File: config.mk
export PLATFORM = sky130hd
export DESIGN_NAME = edge_timing_unit_control
export DESIGN_NICKNAME = d
export VERILOG_FILES = /design/src/hdl/edge_timing_pkg.sv /design/src/hdl/edge_timing_unit_control.sv
export SDC_FILE = /design/constraint.sdc
export NUM_CORES = 1
export LEC_CHECK = 0
export BUFFER_PORTS_ARGS = -buffer_cell sky130_fd_sc_hd__buf_4
export CORE_MARGIN = 5
export CORE_UTILIZATION = 45
export CTS_BUF_LIST = sky130_fd_sc_hd__clkbuf_4 sky130_fd_sc_hd__clkbuf_8
export CTS_CLUSTER_SIZE = 30
export DETAILED_ROUTE_END_ITERATION = 8
export GPL_ROUTABILITY_DRIVEN = 0
export GPL_TIMING_DRIVEN = 0
export PLACE_DENSITY = 0.73
export SLEW_MARGIN = 5
export SYNTH_ARGS = -nofsm -noshare
export SYNTH_HDL_FRONTEND = slang
export SYNTH_SLANG_ARGS = --single-unit
File: constraint.sdc
create_clock -name ref_clk_i -period 2.81 [get_ports ref_clk_i]
set_clock_uncertainty 0.05 [all_clocks]
set_input_delay 0.4215 -clock ref_clk_i [delete_from_list [all_inputs] [get_ports ref_clk_i]]
set_output_delay 0.4215 -clock ref_clk_i [all_outputs]
set_load 0.01 [all_outputs]
File: src/hdl/edge_timing_pkg.sv
// constants, register map and carriers of the edge timing control block
// ************************************************************
// Behaviour
// - polarity bit 0 makes a falling edge on the second source count
// - polarity bit 1 makes a rising edge on the second source count
// - four bit second source select field sits in control bits 21 to 18
// - codes f, e, d, c pick capture four, comparator b, comparator a, bus clock
// - codes b, a, 9 pick capture three, two and one
// - codes 8 down to 2 pick edge pins 13, 12, 11, 10, 9, 1, 2
// - code 1 picks compare one, code 0 picks the first timer
// - control bits 17, 16 and 14 always read zero
// - control bit 15 turns edge counting and delay generation on or off, the discharge sink does not depend on it
// - control bit 13 stops the unit while the chip idles
// - control bit 12 turns edge delay generation on or off
// - control bit 11 passes edges when set, blocks them when clear
// - capacitor sink connects only while the discharge bit is set
// - seen flag goes to 1 on a counted second edge, software may write it
// ************************************************************
package edge_timing_pkg;

  localparam int unsigned ADDR_W = 8;
  localparam int unsigned DATA_W = 32;

  // ************************************************************
  // register map
  // ************************************************************
  localparam logic [7:0] MEASURE_UNIT_CONTROL_OFS = 8'h00;
  localparam logic [7:0] IRQ_STATUS_OFS           = 8'h04;
  localparam logic [7:0] IRQ_MASK_OFS             = 8'h08;
  localparam logic [7:0] UNIT_STATE_OFS           = 8'h0c;

  localparam logic [31:0] CTRL_RESET = 32'h0000_0000;
  localparam logic [31:0] CTRL_WMASK = 32'hfffc_bfff;

  // ************************************************************
  // control fields
  // ************************************************************
  localparam int unsigned SEEN_BIT     = 25;
  localparam int unsigned POL_BIT      = 22;
  localparam int unsigned SEL_HI       = 21;
  localparam int unsigned SEL_LO       = 18;
  localparam int unsigned ON_BIT       = 15;
  localparam int unsigned SIDL_BIT     = 13;
  localparam int unsigned DELAY_GEN_ENABLE_BIT     = 12;
  localparam int unsigned GATE_BIT     = 11;
  localparam int unsigned DISCH_BIT    = 9;

  // interrupt status: counted edge, edge dropped while blocked
  localparam int unsigned IRQ_W        = 2;
  localparam int unsigned IRQ_EDGE     = 0;
  localparam int unsigned IRQ_DROP     = 1;
  localparam logic [1:0]  IRQ_RESET    = 2'h0;

  typedef struct packed {
    logic input_capture_four;
    logic comparator_b_output;
    logic comparator_a_output;
    logic peripheral_bus_clock;
    logic input_capture_three;
    logic input_capture_two;
    logic input_capture_one;
    logic edge_pin_thirteen;
    logic edge_pin_twelve;
    logic edge_pin_eleven;
    logic edge_pin_ten;
    logic edge_pin_nine;
    logic edge_pin_one;
    logic edge_pin_two;
    logic output_compare_one;
    logic first_timer;
  } edge_src_s;

  typedef struct packed {
    logic [31:0]      ctrl;
    logic [IRQ_W-1:0] ist;
    logic [IRQ_W-1:0] imask;
    logic             prev;
    logic             evt;
    logic [31:0]      rdata;
  } unit_state_s;

endpackage : edge_timing_pkg

File: src/hdl/edge_timing_unit_control.sv
// control register, second edge detection and interrupt of the timing unit
`timescale 1ns/1ps
module edge_timing_unit_control (
  input  wire logic                      ref_clk_i,
  input  wire logic                      reset_n_i,
  input  wire logic [7:0]                addr_i,
  input  wire logic [31:0]               wdata_i,
  input  wire logic                      wr_i,
  input  wire logic                      rd_i,
  output logic      [31:0]               rdata_o,
  input  wire edge_timing_pkg::edge_src_s edge_src_i,
  input  wire logic                      idle_i,
  output logic                           module_running_o,
  output logic                           delay_gen_o,
  output logic                           edge_b_event_o,
  output logic                           sample_cap_discharge_o,
  output logic                           irq_o
);

  // ************************************************************
  // source selection
  // ************************************************************
  function automatic logic pick_src(input logic [3:0] sel,
                                    input edge_timing_pkg::edge_src_s s);
    case (sel)
      4'hf:    pick_src = s.input_capture_four;
      4'he:    pick_src = s.comparator_b_output;
      4'hd:    pick_src = s.comparator_a_output;
      4'hc:    pick_src = s.peripheral_bus_clock;
      4'hb:    pick_src = s.input_capture_three;
      4'ha:    pick_src = s.input_capture_two;
      4'h9:    pick_src = s.input_capture_one;
      4'h8:    pick_src = s.edge_pin_thirteen;
      4'h7:    pick_src = s.edge_pin_twelve;
      4'h6:    pick_src = s.edge_pin_eleven;
      4'h5:    pick_src = s.edge_pin_ten;
      4'h4:    pick_src = s.edge_pin_nine;
      4'h3:    pick_src = s.edge_pin_one;
      4'h2:    pick_src = s.edge_pin_two;
      4'h1:    pick_src = s.output_compare_one;
      default: pick_src = s.first_timer;
    endcase
  endfunction : pick_src

  edge_timing_pkg::unit_state_s st_r;
  edge_timing_pkg::unit_state_s st_nxt;

  logic       cur;
  logic       pol;
  logic       running;
  logic       pass;
  logic       pol_edge;
  logic       qual;
  logic       wr_ctrl;
  logic       rd_ist;
  logic [3:0] sel;

  // ************************************************************
  // edge qualification
  // ************************************************************
  assign sel      = st_r.ctrl[edge_timing_pkg::SEL_HI:edge_timing_pkg::SEL_LO];
  assign pol      = st_r.ctrl[edge_timing_pkg::POL_BIT];
  assign cur      = pick_src(sel, edge_src_i);
  // idle only stops the unit when software asked for it
  assign running  = st_r.ctrl[edge_timing_pkg::ON_BIT] &
                    ~(st_r.ctrl[edge_timing_pkg::SIDL_BIT] & idle_i);
  assign pass     = running & st_r.ctrl[edge_timing_pkg::GATE_BIT];
  assign pol_edge = pol ? (cur & ~st_r.prev)
                        : (~cur & st_r.prev);
  // the sampler keeps running while blocked so no stale edge fires on release
  assign qual     = pass & pol_edge;
  assign wr_ctrl  = wr_i && (addr_i == edge_timing_pkg::MEASURE_UNIT_CONTROL_OFS);
  assign rd_ist   = rd_i && (addr_i == edge_timing_pkg::IRQ_STATUS_OFS);

  // ************************************************************
  // next state
  // ************************************************************
  always_comb begin
    st_nxt      = st_r;
    st_nxt.prev = cur;
    st_nxt.evt  = qual;
    if (wr_ctrl) begin
      st_nxt.ctrl = wdata_i & edge_timing_pkg::CTRL_WMASK;
    end
    if (qual) begin
      st_nxt.ctrl[edge_timing_pkg::SEEN_BIT] = 1'b1;
    end
    if (wr_i && (addr_i == edge_timing_pkg::IRQ_MASK_OFS)) begin
      st_nxt.imask = wdata_i[edge_timing_pkg::IRQ_W-1:0];
    end
    if (rd_ist) begin
      st_nxt.ist = '0;
    end
    // a new event in the clearing read cycle still lands
    if (qual) begin
      st_nxt.ist[edge_timing_pkg::IRQ_EDGE] = 1'b1;
    end
    if (pol_edge && !pass) begin
      st_nxt.ist[edge_timing_pkg::IRQ_DROP] = 1'b1;
    end
    st_nxt.rdata = '0;
    if (rd_i) begin
      case (addr_i)
        edge_timing_pkg::MEASURE_UNIT_CONTROL_OFS: st_nxt.rdata = st_r.ctrl;
        edge_timing_pkg::IRQ_STATUS_OFS:   st_nxt.rdata[1:0] = st_r.ist;
        edge_timing_pkg::IRQ_MASK_OFS:     st_nxt.rdata[1:0] = st_r.imask;
        edge_timing_pkg::UNIT_STATE_OFS:
          st_nxt.rdata[3:0] = {cur, st_r.prev, pass, running};
        default:                           st_nxt.rdata = '0;
      endcase
    end
  end

  always_ff @(posedge ref_clk_i or negedge reset_n_i) begin
    if (!reset_n_i) begin
      st_r.ctrl  <= edge_timing_pkg::CTRL_RESET;
      st_r.ist   <= edge_timing_pkg::IRQ_RESET;
      st_r.imask <= edge_timing_pkg::IRQ_RESET;
      st_r.prev  <= 1'b0;
      st_r.evt   <= 1'b0;
      st_r.rdata <= '0;
    end else begin
      st_r <= st_nxt;
    end
  end

  // ************************************************************
  // outputs
  // ************************************************************
  assign rdata_o                = st_r.rdata;
  assign module_running_o       = running;
  assign delay_gen_o            = running & st_r.ctrl[edge_timing_pkg::DELAY_GEN_ENABLE_BIT];
  assign edge_b_event_o         = st_r.evt;
  // the sink never engages on its own, only from the control bit
  assign sample_cap_discharge_o = st_r.ctrl[edge_timing_pkg::DISCH_BIT];
  assign irq_o                  = |(st_r.ist & st_r.imask);
endmodule : edge_timing_unit_control

# ---- After elaboration in Yosys (flattened, before gate mapping)
# Cells that the tools add are included.
dict set report word_totals {
  ff_bits 67
  latchBits 0
  ram_bits 0
  mem_bits_ro 0
  in_bits 61
  out_inout_bits 37
  elab_cells 58
  n_memories 0
}
dict set report op_classes {
  n_addsub 0
  mul 0
  div 0
  order_cmp 0
  eq_ne 18
  shifts 0
  mux 11
  bitwise 11
  n_reduce_logical 10
}
# op count
set op_table {}
lappend op_table {{4-bit == test (second input constant)} 8}
lappend op_table {{32-bit two-way mux} 1}
lappend op_table {{28-bit two-way mux} 1}
lappend op_table {{26-bit two-way mux} 1}
lappend op_table {{4-bit by 3-bit == test with 1-bit output (second input constant)} 4}
lappend op_table {{8-bit by 4-bit == test with 1-bit output (second input constant)} 2}
lappend op_table {{1-bit one-hot mux with 15 select lines} 1}
lappend op_table {{4-bit by 2-bit == test with 1-bit output (second input constant)} 2}
lappend op_table {{8-bit by 3-bit == test with 1-bit output (second input constant)} 1}
lappend op_table {{8-bit zero test} 1}
lappend op_table {{2-bit one-hot mux with 4 select lines} 1}
lappend op_table {{1-bit AND} 7}
lappend op_table {{2-bit nonzero test} 3}
lappend op_table {{4-bit by 1-bit == test with 1-bit output (second input constant)} 1}
lappend op_table {{1-bit logical AND} 4}
lappend op_table {{1-bit two-way mux} 4}
lappend op_table {{2-bit one-hot mux with 2 select lines} 1}
lappend op_table {{1-bit NOT} 3}
lappend op_table {{2-bit AND} 1}
lappend op_table {{2-bit two-way mux} 1}
lappend op_table {{2-bit OR reduction} 1}
lappend op_table {{1-bit zero test} 1}

# ---- Longest topological paths before layout
dict set report depth {
  depth_word 7
  ltp_mapped 7
  depth_no_buf 6
}

# ---- Worst setup path before layout
# No wires, ideal clock.
dict set report synth_timing {
  path_type {reg2reg}
  startpoint {register st_r (netlist bit sel[2])}
  endpoint {register st_r (netlist bit rdata_o[3])}
  setup_ns 0.122
  t_arrival_ns 1.570
  required_time_ns 2.638
  setup_slack_ns 1.068
  path_stages_with_launch 7
  n_path_buf 1
  period_less_slack_ns 1.742
  path_cell_list {dfrtp_1 > buf_6 > mux2_4 > a311oi_4 > and3_4 > inv_2 > a32o_1}
}
# element line_no
set synth_lines {}
lappend synth_lines {{start, declared} edge_timing_unit_control.sv:45} ;# edge_timing_pkg::unit_state_s st_r;
lappend synth_lines {{start signal, assigned} edge_timing_unit_control.sv:123} ;# st_r <= st_nxt;

# ---- Final worst setup path
dict set report layout_timing {
  startpoint {register st_r[51] (netlist bit)}
  endpoint {output port delay_gen_o}
}
dict set report layout_between {
  elab_chain_cells 4
}
# element line_no
set layout_rtl {}
lappend layout_rtl {{1-bit AND} edge_timing_unit_control.sv:66} ;# ~(st_r.ctrl[edge_timing_pkg::SIDL_BIT] & idle_i);
lappend layout_rtl {{1-bit NOT} edge_timing_unit_control.sv:66}
lappend layout_rtl {{1-bit AND} edge_timing_unit_control.sv:65} ;# assign running = st_r.ctrl[edge_timing_pkg::ON_BIT] &
lappend layout_rtl {{1-bit AND} edge_timing_unit_control.sv:132} ;# assign delay_gen_o = running & st_r.ctrl[edge_timing_pkg::DELAY_GEN_ENABLE_BIT];
lappend layout_rtl {{end, declared} edge_timing_unit_control.sv:14} ;# output logic delay_gen_o,
# No other way between the ends.

==> out/qor.csv <==
stage,metric,value,unit
worst_setup_path,Critical Path Start Type,flip-flop,
place,I/O Buffers,90,
yosys,share of flip-flops with an asynchronous set or reset,100,%
yosys,post-synthesis adder-cell area fraction,0,%
clock_tree,post-cts sizing count,0,
sta,"Setup violations, final",0,
worst_setup_path,critical-path cell list,"a21boi_0, and2_1, buf_4",
global_routing,initial antenna violation count,0,
routing,Routed Antenna Nets,0,
worst_setup_path,r2r setup slk,0.93,ns
sta,Worst Max-Slew Pin Slew,0.793,ns
global_routing,vias in the first global route,2035,
sta,Rel. slew slack,47.1,%
sta,"Hold Vio Cnt, Final",0,
sta,Tcrit/Tclk final,73.9,%
yosys,number of synthesized flops with an enable pin,0,
die,Top Ports,98,
yosys,cell area after synthesis,2890,µm²
sta,RSZ-0062 raised after global routing,no,
routing,vias per cell,4.74,
yosys,#FFs+latches synth,64,
clock_tree,setup repair bufs after CTS,0,
sta,fmax,0.481,GHz
worst_setup_path,WP data required,2.34,ns
global_routing,total grt overflow,0,
yosys,register area share after synthesis,55.5,%
routing,DRT iter0 DRCs,49,
worst_setup_path,crit path capture,delay_gen_o,
finish,n_diodes,0,
clock_tree,H-tree depth,3,
finish,"commonest non-fill, non-tap cell in the layout",buf_4,
finish,"commonest cells after routing, fill and taps aside","buf_4 (123), dfrtp_1 (64), mux2_2 (30)",
yosys,Synth Area in Compound Gates,5.12,%
worst_setup_path,crit-path max cell delay,0.56,ns
yosys,largest family of logic cells by synthesized area,multiplexers,
clock_tree,CTS Buffer Depth,2,
finish,"Net count, final",391,
die,Die Ht,90.1,µm
worst_setup_path,Worst Setup End Kind,primary output,
outcome,outcome,"finished, final reports clean",
global_routing,Tot GR Track Use,15.1,%
worst_setup_path,Crit-path slowest cell,a21boi_0,
routing,First-pass DRT Iterations,4,
power,Leak Pwr,2.06,nW
worst_setup_path,WS Path Type,reg2out,
worst_setup_path,r2r endpoint,rdata_o[3],
yosys,Syn. warnings,0,
sta,Total Neg Setup Slack,0,ns
place,DP HPWL,4.46,mm
clock_tree,Worst-Skew Late Latency,0.33,ns
run,max cap viols,0,
yosys,top_reg_cell synth,dfrtp_1,
global_routing,first-pass GRT wire length,9.74,mm
power,peak supply drop,0.281,mV
yosys,"Avg Cell Area, Syn",12.7,µm²
die,die extent in x,90.1,µm
clock_tree,hold_buf cts,0,
worst_setup_path,critical path startpoint,st_r[51],
clock_tree,Sink Count,64,
place,# placed instances,396,
worst_setup_path,R2R Path Start,sel[0],
worst_hold_path,Hold Crit Class,in2async,
yosys,Synth Area in XOR/XNOR,0,%
die,Rows,29,
yosys,simple-gate share of the synthesized area,14.0,%
worst_setup_path,Critical Path AT,1.61,ns
yosys,"Distinct cells, synth",42,
die,Die Area,8110,µm²
worst_setup_path,crit path max fanout,5,
yosys,mux cell area share after synthesis,14.5,%
clock_tree,CTS tree,yes,
die,core region area,6280,µm²
sta,fin. max-slew vios,0,
finish,Non-Filler Instances,412,
routing,DR WL/cell,14.3,µm
yosys,synthesized instance count,227,
clock_tree,CTS buffer count,9,
worst_setup_path,Reg2Reg Depth,6,
finish,share of layout cells above drive strength 1,55.8,%
routing,Routed WL,5.91,mm
clock_tree,Clock Pin Slew Worst Setup and Hold Paths,0.07,ns
finish,Layout Utilization,61.9,%
routing,vias,1954,
clock_tree,CTS root buf,clkbuf_8,
sta,Final Critical Period,2.08,ns
routing,DRC viols,0,
global_routing,largest net degree at the start of global routing,65,
power,total power,0.00197,W
die,Starting Density,46.0,%
power,Pwr Density,508,nW/µm²
finish,Synth-to-Final Area Change,34.7,%
==> state kept, by name (all words and copies together), names as in the netlist <==
name and count:
rdata_o 29, pol 1, sel 4, edge_b_event_o 1
sample_cap_discharge_o 1, st_r 28
==> cells in the mapped netlist, drive strengths merged (2+ instances only) <==
cell type	n	share of area [%]
nand3	3	0.52
or3	2	0.43
and2	25	5.4
nor2	4	0.61
o21ai	3	0.52
mux2	31	12
clkbuf	2	0.26
nand2	4	0.52
and3	2	0.61
nor4	4	1.1
nor3b	2	0.52
dfrtp	64	56
and3b	2	0.61
nand4	5	1.1
mux2i	2	0.69
inv	5	0.65
a21oi	4	0.69
nand3b	5	1.3
o211ai	2	0.52
nor2b	2	0.43
buf	39	9.8
mux4	2	1.6
==> kinds of logic after synthesis <==
group	count (synthesis)
DFF	64
and+or+nand+nor	63
buffers and inverters	46
AOI/OAI and AO/OA	18
other	1
muxes	35
==> final cells by class <==
cell class	instances	area (µm²)
multi-input combinational	119	981
tap	77	96.3
clock buffer	14	186
inverter	5	18.8
timing repair buffer	90	676
fill	512	2390
buffer	41	292
clock inverter	2	35.0
sequential	64	1600
==> worst max-delay path, delay by kind of cell (launching register included) <==
kind | cells | cell delay (ns)
simple gates | 1 | 0.21
compound gates | 1 | 0.56
flops | 1 | 0.39
buf+inv | 1 | 0.12
==> report_power, final <==
| group | switching [W] | total, W | internal (W) |
|---|---|---|---|
| sequential | 0.0000169 | 0.000963 | 0.000946 |
| combinational | 0.0000709 | 0.000171 | 0.000100 |
| clock | 0.000324 | 0.000839 | 0.000516 |
==> metal layers <==
| layer | routed length (µm) | GRT usage (%) |
|---|---|---|
| met1 | 2350 | 17.4 |
| met2 | 3090 | 25.5 |
| met3 | 411 | 5.84 |
| met4 | 58 | 5.58 |
| met5 | 0 | 0 |
==> worst min-delay path by stage <==
| stage | to | slack, ns | cells after the start |
|---|---|---|---|
| 3_5_place_dp | rdata_o[28] | 0.41 | 1 |
| 2_1_floorplan | edge_b_event_o | 0.08 | 0 |
| 6_report | rdata_o[9] | 0.11 | 1 |
| 5_1_grt | sample_cap_discharge_o | 0.19 | 1 |
| 3_3_place_gp | rdata_o[6] | 0.40 | 1 |
| 4_1_cts | sample_cap_discharge_o | 0.15 | 1 |
==> metrics by stage <==
| stage | instance area (µm²) | hold WS, ns | setup slack, ns |
|---|---|---|---|
| 2_1_floorplan | 2890 | 0.0759 | 1.07 |
| 3_3_place_gp | 3660 | 0.404 | 0.582 |
| 3_5_place_dp | 3660 | 0.413 | 0.560 |
| 4_1_cts | 3890 | 0.145 | 0.682 |
| 5_1_grt | 3890 | 0.186 | 0.591 |
| 6_report | 3890 | 0.112 | 0.732 |
No activity file was read; power rests on OpenSTA's default activity.
